**config.mk**
```make
export PLATFORM = sky130hd
export DESIGN_NAME = cbts_core
export DESIGN_NICKNAME = d
export VERILOG_FILES = /design/src/shared/cbts_pkg.sv /design/src/cbts_core.sv /design/src/cbts_sync.sv
export VERILOG_INCLUDE_DIRS = /design/src /design/src/shared
export SDC_FILE = /design/constraint.sdc
export NUM_CORES = 1
export LEC_CHECK = 0
export ABC_AREA = 1
export BUFFER_PORTS_ARGS = -buffer_cell sky130_fd_sc_hd__buf_2
export CAP_MARGIN = 20
export CORE_UTILIZATION = 60
export CTS_BUF_LIST = sky130_fd_sc_hd__clkbuf_4 sky130_fd_sc_hd__clkbuf_8
export DETAILED_ROUTE_END_ITERATION = 8
export PLACE_DENSITY = 0.83
export SYNTH_ARGS = -nofsm -noshare
export SYNTH_HDL_FRONTEND = slang
export SYNTH_SLANG_ARGS = --single-unit
export TNS_END_PERCENT = 1
```
**constraint.sdc**
```tcl
create_clock -name sys_clk_i -period 2.6 [get_ports sys_clk_i]
set_input_delay 0.26 -clock sys_clk_i [delete_from_list [all_inputs] [get_ports sys_clk_i]]
set_output_delay 0.26 -clock sys_clk_i [all_outputs]
set_load 0.005 [all_outputs]
```
**src/shared/cbts_defs.svh**
```systemverilog
// Offsets, field positions, reset values and timing counts for the CAN
// bit-timing and status flag block.
// Assumes inclusion by name from the shared folder on the include path.
`ifndef CBTS_DEFS_SVH
`define CBTS_DEFS_SVH

// Register offsets on the plain register port
`define CBTS_OFS_CTRL        4'h0
`define CBTS_OFS_BIT_TIMING1 4'h1
`define CBTS_OFS_RX_FLAGS    4'h2
`define CBTS_OFS_RX_IRQ_EN   4'h3
`define CBTS_OFS_TX_FLAGS    4'h4
`define CBTS_OFS_PRESCALE    4'h5
`define CBTS_OFS_STATUS      4'h6

// Receiver flag bit positions
`define CBTS_RF_WAKEUP   7
`define CBTS_RF_RX_WARN  6
`define CBTS_RF_TX_WARN  5
`define CBTS_RF_RX_PASS  4
`define CBTS_RF_TX_PASS  3
`define CBTS_RF_BUS_OFF  2
`define CBTS_RF_OVERRUN  1
`define CBTS_RF_RX_FULL  0

// Control register bit positions
`define CBTS_CTRL_SOFT_RESET 0

// Reset values
`define CBTS_RST_CTRL        8'h01
`define CBTS_RST_BIT_TIMING1 8'h23
`define CBTS_RST_PRESCALE    8'h00

// Fault counter thresholds
`define CBTS_WARN_LIMIT    9'h060
`define CBTS_PASSIVE_LIMIT 9'h07f
`define CBTS_BUS_OFF_LIMIT 9'h0ff

// Bus-off recovery: sequences of recessive bits
`define CBTS_RECOVER_SEQ  8'h80
`define CBTS_RECESSIVE_RUN 4'hb

// Smallest legal segment field values
`define CBTS_SEG1_MIN 4'h3
`define CBTS_SEG2_MIN 3'h1

`endif

```
**src/shared/cbts_pkg.sv**
```systemverilog
// Types shared by the CAN bit-timing and status flag block.
// Assumes nothing of its surroundings.
package cbts_pkg;

    // Bit timing register layout
    typedef struct packed {
        logic       sample_three;
        logic [2:0] segment_two_len;
        logic [3:0] segment_one_len;
    } cbts_timing_t;

    // Receiver flag register layout
    typedef struct packed {
        logic wakeup_flag;
        logic rx_warning_flag;
        logic tx_warning_flag;
        logic rx_passive_flag;
        logic tx_passive_flag;
        logic bus_off_flag;
        logic overrun_flag;
        logic receive_full_flag;
    } cbts_rx_flags_t;

    // Register port request
    typedef struct packed {
        logic [3:0] addr;
        logic [7:0] wdata;
        logic       wr;
        logic       rd;
    } cbts_req_t;

    // Interrupt outputs
    typedef struct packed {
        logic wakeup;
        logic receive;
        logic error;
        logic transmit;
    } cbts_irq_t;

endpackage : cbts_pkg

```
**src/cbts_core.sv**
```systemverilog
// CAN bit timing, receiver and transmitter status flags, register port.
// Assumes fault counters, sleep state and buffer events from frame logic.
// Operation
// - Segment one is field plus one quanta
// - Segment two is field plus one quanta
// - Bit time is prescale plus one times quanta count
// - Bit timing writable only in soft reset
// - Receiver flags are read and write-one-clear
// - Clear works only once cause is gone
// - Resets clear receiver flags and hold them
// - Bus activity in sleep sets wakeup
// - Receive count above 96 sets warning
// - Transmit count above 96 sets warning
// - Receive count above 127 sets passive
// - Transmit count above 127 sets passive
// - Bus-off above 255, 128 recessive runs
// - Overrun sets flag until software clears
// - Message in foreground sets receive full
// - Receive full blocks buffer exchange
// - Enabled flags drive their interrupts
// - Interrupt enables held clear during soft reset
// - Abort acks read-only, empties write-one-clear
// - Abort ack set when message aborted
// - Clearing empty also clears abort ack
// - Soft reset aborts and resets registers
// - Empty set on sent or granted abort
`timescale 1ns/1ps
`include "cbts_defs.svh"
module cbts_core #(
    parameter int NUM_TX = 3            // Transmit buffers
) (
    input  wire logic                 sys_clk_i,     // 125 MHz clock
    input  wire logic                 reset_n_i,     // Async reset
    input  wire cbts_pkg::cbts_req_t  req_i,         // Register request
    output logic [7:0]                rdata_o,       // Read data
    input  wire logic [8:0]           rx_fault_count_i, // Receive count
    input  wire logic [8:0]           tx_fault_count_i, // Transmit count
    input  wire logic                 sleep_i,       // Internal sleep
    input  wire logic                 can_rx_i,      // Bus pin
    input  wire logic                 overrun_i,     // Overrun pulse
    input  wire logic                 bg_ready_i,    // Background full
    input  wire logic [NUM_TX-1:0]    tx_sent_i,     // Sent pulses
    input  wire logic [NUM_TX-1:0]    tx_aborted_i,  // Abort grants
    output logic                      exchange_o,    // Move bg to fg
    output logic                      soft_reset_o,  // Soft reset state
    output logic                      tq_tick_o,     // Quantum enable
    output logic                      bit_tick_o,    // Bit enable
    output logic                      sample_o,      // Sampled bus bit
    output cbts_pkg::cbts_irq_t       irq_o          // Interrupts
);

    logic                   soft_reset_ctl;
    cbts_pkg::cbts_timing_t bit_timing_1;
    logic [5:0]             prescale;
    cbts_pkg::cbts_rx_flags_t receiver_flags;
    logic [7:0]             receiver_irq_enables;
    logic [NUM_TX-1:0]      abort_ack_flag;
    logic [NUM_TX-1:0]      tx_buffer_empty_flag;
    logic                   rx_level;
    logic                   rx_level_d;
    logic [5:0]             pre_cnt;
    logic [4:0]             tq_cnt;
    logic [3:0]             rec_run;
    logic [7:0]             rec_seq;
    logic                   rx_warn_cond;
    logic                   tx_warn_cond;
    logic                   rx_pass_cond;
    logic                   tx_pass_cond;
    logic                   boff_cond;
    logic                   prev_rx_warn;
    logic                   prev_tx_warn;
    logic                   prev_rx_pass;
    logic                   prev_tx_pass;
    logic                   prev_boff;
    logic [7:0]             cause;
    logic [7:0]             clr;
    logic [7:0]             set;
    logic [7:0]             next_rx_flags;
    logic [4:0]             bit_len;
    logic                   wr_hit_rx;
    logic                   wr_hit_tx;

    // Bus pin through the synchroniser
    cbts_sync #(.RESET_VALUE(1'b1)) u_rx_sync (
        .sys_clk_i (sys_clk_i),
        .reset_n_i (reset_n_i),
        .pin_i     (can_rx_i),
        .level_o   (rx_level)
    );

    // Control bit; soft reset is entered at hard reset
    always_ff @(posedge sys_clk_i or negedge reset_n_i)
    begin
        if (!reset_n_i)
            soft_reset_ctl <= 1'(`CBTS_RST_CTRL);
        else if (req_i.wr && req_i.addr == `CBTS_OFS_CTRL)
            soft_reset_ctl <= req_i.wdata[`CBTS_CTRL_SOFT_RESET];
    end

    // Timing registers accept writes only in soft reset
    always_ff @(posedge sys_clk_i or negedge reset_n_i)
    begin
        if (!reset_n_i)
        begin
            bit_timing_1 <= `CBTS_RST_BIT_TIMING1;
            prescale     <= 6'(`CBTS_RST_PRESCALE);
        end
        else if (req_i.wr && soft_reset_ctl)
        begin
            if (req_i.addr == `CBTS_OFS_BIT_TIMING1)
                bit_timing_1 <= req_i.wdata;
            if (req_i.addr == `CBTS_OFS_PRESCALE)
                prescale <= req_i.wdata[5:0];
        end
    end

    // Quanta per bit: sync quantum plus both segments
    assign bit_len = 5'd1 + {1'b0, bit_timing_1.segment_one_len} + 5'd1
                   + {2'b00, bit_timing_1.segment_two_len} + 5'd1;

    // Prescaler to quantum tick, then quantum count to bit tick
    always_ff @(posedge sys_clk_i or negedge reset_n_i)
    begin
        if (!reset_n_i)
        begin
            pre_cnt    <= 6'h00;
            tq_cnt     <= 5'h00;
            tq_tick_o  <= 1'b0;
            bit_tick_o <= 1'b0;
        end
        else if (soft_reset_ctl)
        begin
            pre_cnt    <= 6'h00;
            tq_cnt     <= 5'h00;
            tq_tick_o  <= 1'b0;
            bit_tick_o <= 1'b0;
        end
        else
        begin
            tq_tick_o  <= 1'b0;
            bit_tick_o <= 1'b0;
            if (pre_cnt == prescale)
            begin
                pre_cnt   <= 6'h00;
                tq_tick_o <= 1'b1;
                if (tq_cnt == bit_len - 5'd1)
                begin
                    tq_cnt     <= 5'h00;
                    bit_tick_o <= 1'b1;
                end
                else
                    tq_cnt <= tq_cnt + 5'd1;
            end
            else
                pre_cnt <= pre_cnt + 6'd1;
        end
    end

    // Bus sample at bit end, edge memory for wakeup
    always_ff @(posedge sys_clk_i or negedge reset_n_i)
    begin
        if (!reset_n_i)
        begin
            sample_o   <= 1'b1;
            rx_level_d <= 1'b1;
        end
        else
        begin
            rx_level_d <= rx_level;
            if (bit_tick_o)
                sample_o <= rx_level;
        end
    end

    // Bus-off recovery: count runs of recessive bits
    always_ff @(posedge sys_clk_i or negedge reset_n_i)
    begin
        if (!reset_n_i)
        begin
            rec_run <= 4'h0;
            rec_seq <= 8'h00;
        end
        else if (!receiver_flags.bus_off_flag)
        begin
            rec_run <= 4'h0;
            rec_seq <= 8'h00;
        end
        else if (bit_tick_o)
        begin
            if (!rx_level)
                rec_run <= 4'h0;
            else if (rec_run == `CBTS_RECESSIVE_RUN - 4'd1)
            begin
                rec_run <= 4'h0;
                if (rec_seq != `CBTS_RECOVER_SEQ)
                    rec_seq <= rec_seq + 8'd1;
            end
            else
                rec_run <= rec_run + 4'd1;
        end
    end

    // Status conditions from the fault counters
    assign boff_cond    = tx_fault_count_i > `CBTS_BUS_OFF_LIMIT;
    assign rx_pass_cond = rx_fault_count_i > `CBTS_PASSIVE_LIMIT
                        && !receiver_flags.bus_off_flag;
    assign tx_pass_cond = tx_fault_count_i > `CBTS_PASSIVE_LIMIT
                        && !receiver_flags.bus_off_flag;
    assign rx_warn_cond = rx_fault_count_i > `CBTS_WARN_LIMIT
        && !receiver_flags.rx_passive_flag
        && !receiver_flags.tx_passive_flag
        && !receiver_flags.bus_off_flag;
    assign tx_warn_cond = tx_fault_count_i > `CBTS_WARN_LIMIT
        && !receiver_flags.rx_passive_flag
        && !receiver_flags.tx_passive_flag
        && !receiver_flags.bus_off_flag;

    // Previous condition levels for entry detection
    always_ff @(posedge sys_clk_i or negedge reset_n_i)
    begin
        if (!reset_n_i)
        begin
            prev_rx_warn <= 1'b0;
            prev_tx_warn <= 1'b0;
            prev_rx_pass <= 1'b0;
            prev_tx_pass <= 1'b0;
            prev_boff    <= 1'b0;
        end
        else
        begin
            prev_rx_warn <= rx_warn_cond;
            prev_tx_warn <= tx_warn_cond;
            prev_rx_pass <= rx_pass_cond;
            prev_tx_pass <= tx_pass_cond;
            prev_boff    <= boff_cond;
        end
    end

    // Set, cause and clear terms for the receiver flags
    always_comb
    begin
        set = 8'h00;
        set[`CBTS_RF_WAKEUP]  = sleep_i && rx_level_d && !rx_level;
        set[`CBTS_RF_RX_WARN] = rx_warn_cond && !prev_rx_warn;
        set[`CBTS_RF_TX_WARN] = tx_warn_cond && !prev_tx_warn;
        set[`CBTS_RF_RX_PASS] = rx_pass_cond && !prev_rx_pass;
        set[`CBTS_RF_TX_PASS] = tx_pass_cond && !prev_tx_pass;
        set[`CBTS_RF_BUS_OFF] = boff_cond && !prev_boff;
        set[`CBTS_RF_OVERRUN] = overrun_i;
        set[`CBTS_RF_RX_FULL] = bg_ready_i && !receiver_flags.receive_full_flag;
        cause = 8'h00;
        cause[`CBTS_RF_WAKEUP]  = sleep_i && !rx_level;
        cause[`CBTS_RF_RX_WARN] = rx_warn_cond;
        cause[`CBTS_RF_TX_WARN] = tx_warn_cond;
        cause[`CBTS_RF_RX_PASS] = rx_pass_cond;
        cause[`CBTS_RF_TX_PASS] = tx_pass_cond;
        cause[`CBTS_RF_BUS_OFF] = boff_cond
            || rec_seq != `CBTS_RECOVER_SEQ;
        cause[`CBTS_RF_OVERRUN] = overrun_i;
        cause[`CBTS_RF_RX_FULL] = 1'b0;
        wr_hit_rx = req_i.wr && req_i.addr == `CBTS_OFS_RX_FLAGS;
        clr = wr_hit_rx ? (req_i.wdata & ~cause) : 8'h00;
        next_rx_flags = (receiver_flags & ~clr) | set;
    end

    // Receiver flags, held clear during soft reset
    always_ff @(posedge sys_clk_i or negedge reset_n_i)
    begin
        if (!reset_n_i)
            receiver_flags <= 8'h00;
        else if (soft_reset_ctl)
            receiver_flags <= 8'h00;
        else
            receiver_flags <= next_rx_flags;
    end

    // Buffer exchange only while receive full is clear
    always_ff @(posedge sys_clk_i or negedge reset_n_i)
    begin
        if (!reset_n_i)
            exchange_o <= 1'b0;
        else
            exchange_o <= set[`CBTS_RF_RX_FULL] && !soft_reset_ctl;
    end

    // Receiver interrupt enables
    always_ff @(posedge sys_clk_i or negedge reset_n_i)
    begin
        if (!reset_n_i)
            receiver_irq_enables <= 8'h00;
        else if (soft_reset_ctl)
            receiver_irq_enables <= 8'h00;
        else if (req_i.wr && req_i.addr == `CBTS_OFS_RX_IRQ_EN)
            receiver_irq_enables <= req_i.wdata;
    end

    // Transmitter flags
    assign wr_hit_tx = req_i.wr && req_i.addr == `CBTS_OFS_TX_FLAGS;
    always_ff @(posedge sys_clk_i or negedge reset_n_i)
    begin
        if (!reset_n_i)
        begin
            tx_buffer_empty_flag <= '1;
            abort_ack_flag       <= '0;
        end
        else if (soft_reset_ctl)
        begin
            tx_buffer_empty_flag <= '1;
            abort_ack_flag       <= '0;
        end
        else
        begin
            for (int i = 0; i < NUM_TX; i++)
            begin
                if (tx_sent_i[i] || tx_aborted_i[i])
                begin
                    tx_buffer_empty_flag[i] <= 1'b1;
                    abort_ack_flag[i]       <= tx_aborted_i[i];
                end
                else if (wr_hit_tx && req_i.wdata[i])
                begin
                    tx_buffer_empty_flag[i] <= 1'b0;
                    abort_ack_flag[i]       <= 1'b0;
                end
            end
        end
    end

    // Interrupt outputs from flags and enables; transmit from the empty flags, masked during soft reset
    always_ff @(posedge sys_clk_i or negedge reset_n_i)
    begin
        if (!reset_n_i)
            irq_o <= '0;
        else
        begin
            irq_o.wakeup   <= receiver_flags.wakeup_flag
                            && receiver_irq_enables[`CBTS_RF_WAKEUP];
            irq_o.receive  <= receiver_flags.receive_full_flag
                            && receiver_irq_enables[`CBTS_RF_RX_FULL];
            irq_o.error    <= |(receiver_flags[7:1]
                            & receiver_irq_enables[7:1]
                            & 7'h3f);
            irq_o.transmit <= |tx_buffer_empty_flag && !soft_reset_ctl;
        end
    end

    // Soft reset state out
    always_ff @(posedge sys_clk_i or negedge reset_n_i)
    begin
        if (!reset_n_i)
            soft_reset_o <= 1'b1;
        else
            soft_reset_o <= soft_reset_ctl;
    end

    // Read data one cycle after the strobe
    always_ff @(posedge sys_clk_i or negedge reset_n_i)
    begin
        if (!reset_n_i)
            rdata_o <= 8'h00;
        else if (!req_i.rd)
            rdata_o <= 8'h00;
        else
            unique case (req_i.addr)
                `CBTS_OFS_CTRL:        rdata_o <= {7'h00, soft_reset_ctl};
                `CBTS_OFS_BIT_TIMING1: rdata_o <= bit_timing_1;
                `CBTS_OFS_RX_FLAGS:    rdata_o <= receiver_flags;
                `CBTS_OFS_RX_IRQ_EN:   rdata_o <= receiver_irq_enables;
                `CBTS_OFS_TX_FLAGS:    rdata_o <= {1'b0, abort_ack_flag,
                                                   1'b0, tx_buffer_empty_flag};
                `CBTS_OFS_PRESCALE:    rdata_o <= {2'b00, prescale};
                `CBTS_OFS_STATUS:      rdata_o <= {5'h00, sample_o,
                    bit_timing_1.segment_two_len < `CBTS_SEG2_MIN,
                    bit_timing_1.segment_one_len < `CBTS_SEG1_MIN};
                default:               rdata_o <= 8'h00;
            endcase
    end

    // Assertions
    AST_BT_LOCK: assert property (@(posedge sys_clk_i) disable iff (!reset_n_i)
        !soft_reset_ctl |=> $stable(bit_timing_1))
        else $error("Bit timing changed outside soft reset");
    AST_RF_HOLD: assert property (@(posedge sys_clk_i) disable iff (!reset_n_i)
        soft_reset_ctl |=> receiver_flags == 8'h00)
        else $error("Receiver flags not held in soft reset");
    AST_IE_HOLD: assert property (@(posedge sys_clk_i) disable iff (!reset_n_i)
        soft_reset_ctl |=> receiver_irq_enables == 8'h00)
        else $error("Enables not held in soft reset");
    AST_OVR_SET: assert property (@(posedge sys_clk_i) disable iff (!reset_n_i)
        overrun_i && !soft_reset_ctl |=> receiver_flags.overrun_flag)
        else $error("Overrun flag not set");
    AST_ZERO_WR: assert property (@(posedge sys_clk_i) disable iff (!reset_n_i)
        wr_hit_rx && req_i.wdata == 8'h00 && !soft_reset_ctl
        |=> (receiver_flags & $past(receiver_flags)) == $past(receiver_flags))
        else $error("Zero write cleared a flag");
    AST_CAUSE: assert property (@(posedge sys_clk_i) disable iff (!reset_n_i)
        wr_hit_rx && !soft_reset_ctl && boff_cond
        && receiver_flags.bus_off_flag |=> receiver_flags.bus_off_flag)
        else $error("Bus-off cleared while cause held");
    AST_EXCH: assert property (@(posedge sys_clk_i) disable iff (!reset_n_i)
        receiver_flags.receive_full_flag |=> !exchange_o)
        else $error("Exchange while receive full");
    AST_ABORT_ACK_FLAG: assert property (@(posedge sys_clk_i) disable iff (!reset_n_i)
        tx_aborted_i[0] && !soft_reset_ctl
        |=> abort_ack_flag[0] && tx_buffer_empty_flag[0])
        else $error("Abort ack not set");
    AST_TXCLR: assert property (@(posedge sys_clk_i) disable iff (!reset_n_i)
        !tx_buffer_empty_flag[0] |-> !abort_ack_flag[0])
        else $error("Abort ack without empty flag");
    CV_BOFF: cover property (@(posedge sys_clk_i) disable iff (!reset_n_i)
        receiver_flags.bus_off_flag);
    CV_RXF: cover property (@(posedge sys_clk_i) disable iff (!reset_n_i)
        exchange_o);
    CV_BIT: cover property (@(posedge sys_clk_i) disable iff (!reset_n_i)
        bit_tick_o);

endmodule : cbts_core

```
**src/cbts_sync.sv**
```systemverilog
// Three-stage synchroniser with agreement check for one pin input.
// Assumes one clock and an asynchronous active-low reset.
`timescale 1ns/1ps
module cbts_sync #(
    parameter logic RESET_VALUE = 1'b1
) (
    input  wire logic sys_clk_i,  // Module clock
    input  wire logic reset_n_i,  // Async reset, active low
    input  wire logic pin_i,      // Raw pin level
    output logic      level_o     // Filtered level
);

    logic stage1;
    logic stage2;
    logic stage3;

    // Sampling chain
    always_ff @(posedge sys_clk_i or negedge reset_n_i)
    begin
        if (!reset_n_i)
        begin
            stage1 <= RESET_VALUE;
            stage2 <= RESET_VALUE;
            stage3 <= RESET_VALUE;
        end
        else
        begin
            stage1 <= pin_i;
            stage2 <= stage1;
            stage3 <= stage2;
        end
    end

    // Level changes only when the last two stages agree
    always_ff @(posedge sys_clk_i or negedge reset_n_i)
    begin
        if (!reset_n_i)
            level_o <= RESET_VALUE;
        else if (stage2 == stage3)
            level_o <= stage3;
    end

endmodule : cbts_sync

```
==> out/results.ini <==
[worst_setup_path]
worst-setup-path-type=reg -> reg
arrival_ns=2.62
critPathMaxFanout=6
cp_cell_sequence=inv_1 -> ha_1 -> inv_1 -> ha_1 -> fa_1 -> xnor2_1 -> nand3_1 -> nor2_1 -> nand2_1 -> nand3_1 -> nand2_1
cpPeakStageDelay_ns=0.55
critPathSlowestCell=dfstp_2
start_kind=flip-flop
worstPathRequired_ns=2.84
r2r_slack_ns=0.23
cp-end-kind=flip-flop

[placed_design]
place_inst=684
portBuffers=60
pre_cts_slack_ns=0.239
hpwl_um=7400
gp_congestion=0.933

[global_route]
grt-ovfl-total=0
grt_usage=0.289
grt_max_degree=88
grt_pass1_vias=3698
antenna_found_initial=0
grt_pass1_wl_um=16900

[cts]
hold_buffers=2
cts_buffers=9
htree_num_levels=3
cts_max_path_buffers=2
cts.sink_count=87
clock_latency_ns=0.36
clk_pin_slew_ns=0.09
cts-root-buf=clkbuf_8
postCtsResizedCells=0
post_cts_buffers=0
cts_tree=built

[synth]
synth_warnings=0
synth_nets=591
synth_cells=534
netlist-cell-type-count=38
synth-async-reset-ratio=1.00
ys_ff_latch=87
synth_enable_flop_cells=0
seq_area_frac_synth=0.500
syn_area_um2=4390
synth_flop_cell=dfrtp_1
avgSynthCellArea_um2=8.22

[floorplan]
core_area_um2=6940
start_util=0.632
die_w_um=87.5
num_rows=30
io_pins=61
die_area_um2=7660
die_height_um=87.5

[final_layout]
final_cells=702
mostFrequentLayoutCell=nand2_1
utilization=0.721
drive_gt1_frac=0.201
final_nets=658
area_growth_pct=14.1
diodes=0
final_cell_mix=143 x nand2_1, 82 x inv_1, 73 x dfrtp_1

[power_and_ir_drop]
irDropWorstVdd_mv=0.439
p_leak_nw=2.59
power_w=0.00373
cellPowerDensity_nw_per_um2=744

[sta]
slew_headroom=0.560
finalCritPeriodShare=0.913
fin_crit_ns=2.37
tightest_slew_ns=0.660
setup_viol=0
hold_viol=0
fin_ws_ns=0.226
slew_viol_final=0
finClkSkew_ns=0.00987
final.setup.tns_ns=0
fmax_mhz=421
grt_setup_unrepaired=false

[route]
vias_per_cell=5.36
firstDrtPassIters=5
ant_nets=0
wl_um=10100
drt_iter0_markers=240
vias=3765
drc_errors=0
wl_per_cell_um=14.4

[job]
drv_cap=0

[status]
status=completed

[min_path]
min_path_type=in -> reg

registers in the layout, indices dropped and copies added (netlist names), 3 cells and up:
register,cells
bit_timing_1,8
rdata_o,8
rec_seq,8
receiver_flags,8
receiver_irq_enables,8
pre_cnt,6
prescale,6
tq_cnt,5
irq_o,4
rec_run,4
abort_ack_flag,3
tx_buffer_empty_flag,3
final cells by class:
| class | instances | area (µm²) |
|---|---|---|
| tap | 96 | 120 |
| multi-input combinational | 351 | 1800 |
| clock inverter | 6 | 68.8 |
| clock buffer | 10 | 138 |
| sequential | 87 | 2190 |
| inverter | 88 | 333 |
| timing repair buffer | 64 | 350 |
| fill | 510 | 1940 |
Yosys cell counts (2+ instances only):
library cell | count | area share
nand3b_1 | 2 | 0.0034
nand4_1 | 3 | 0.0043
nand2_1 | 143 | 0.12
nor2_4 | 3 | 0.0077
nor3_1 | 12 | 0.014
inv_2 | 4 | 0.0034
nand3_2 | 2 | 0.0046
o22ai_1 | 17 | 0.024
a21oi_1 | 15 | 0.017
nor2_1 | 41 | 0.035
dfrtp_1 | 73 | 0.42
o21ai_0 | 21 | 0.024
xor2_1 | 10 | 0.020
nand3_1 | 31 | 0.035
clkbuf_1 | 2 | 0.0017
o21ai_2 | 9 | 0.018
o21ai_1 | 11 | 0.013
buf_2 | 2 | 0.0023
nor2_2 | 5 | 0.0071
inv_1 | 82 | 0.070
buf_6 | 3 | 0.0077
nand2_2 | 3 | 0.0043
dfstp_2 | 14 | 0.084
ha_1 | 12 | 0.034
metrics by stage:
stage | area [µm²] | hold WS (ns)
floorplan | 4390 | -0.0356
global placement | 4780 | 0.331
detailed placement | 4780 | 0.333
CTS | 5010 | 0.0516
global route | 5010 | 0.0472
finish | 5010 | 0.0536
power breakdown:
part           internal [W]  total [W]  switching (W)
Sequential          0.00159    0.00180       0.000204
Clock              0.000475   0.000967       0.000492
Combinational      0.000354   0.000963       0.000610
critical path, delay by kind of cell, from the launching register on:
family	cells	cell delay, ns
XOR/XNOR	1	0.17
buffers and inverters	2	0.10
flip-flops	1	0.55
adder cells (fa/ha/maj)	3	0.93
AND/OR/NAND/NOR	5	0.52
routing by layer:
layer,up-vias,part of all wire,track usage
met5,-,0,0
met4,0,0.018,0.0909
met3,18,0.052,0.0594
met2,127,0.49,0.482
met1,1794,0.44,0.382
li1,1826,-,-
logic make-up after synthesis:
group / after synthesis / share of synthesized area
fa+ha+maj: 14 / 0.0410
buf+inv: 96 / 0.0892
xor+xnor: 11 / 0.0219
flops: 87 / 0.500
simple gates: 248 / 0.243
compound gates: 78 / 0.105
path summary, 6_finish.rpt:
| check | endpoint | start | cells after the start |
|---|---|---|---|
| max | tq_cnt[3]$_DFFE_PN0P_ | bit_timing_1[1]$_DFFE_PN1P_ | 11 |
| min | prev_boff$_DFF_PN0_ | tx_fault_count_i[8] | 1 |
| min reg2reg | u_rx_sync.stage2$_DFF_PN1_ | u_rx_sync.stage1$_DFF_PN1_ | 0 |
| max reg2reg | tq_cnt[3]$_DFFE_PN0P_ | bit_timing_1[1]$_DFFE_PN1P_ | 11 |
| max in group asynchronous | u_rx_sync.stage1$_DFF_PN1_ | reset_n_i | 3 |
| min in group asynchronous | tq_tick_o$_DFF_PN0_ | reset_n_i | 3 |
(Power assumes the default switching activity.)
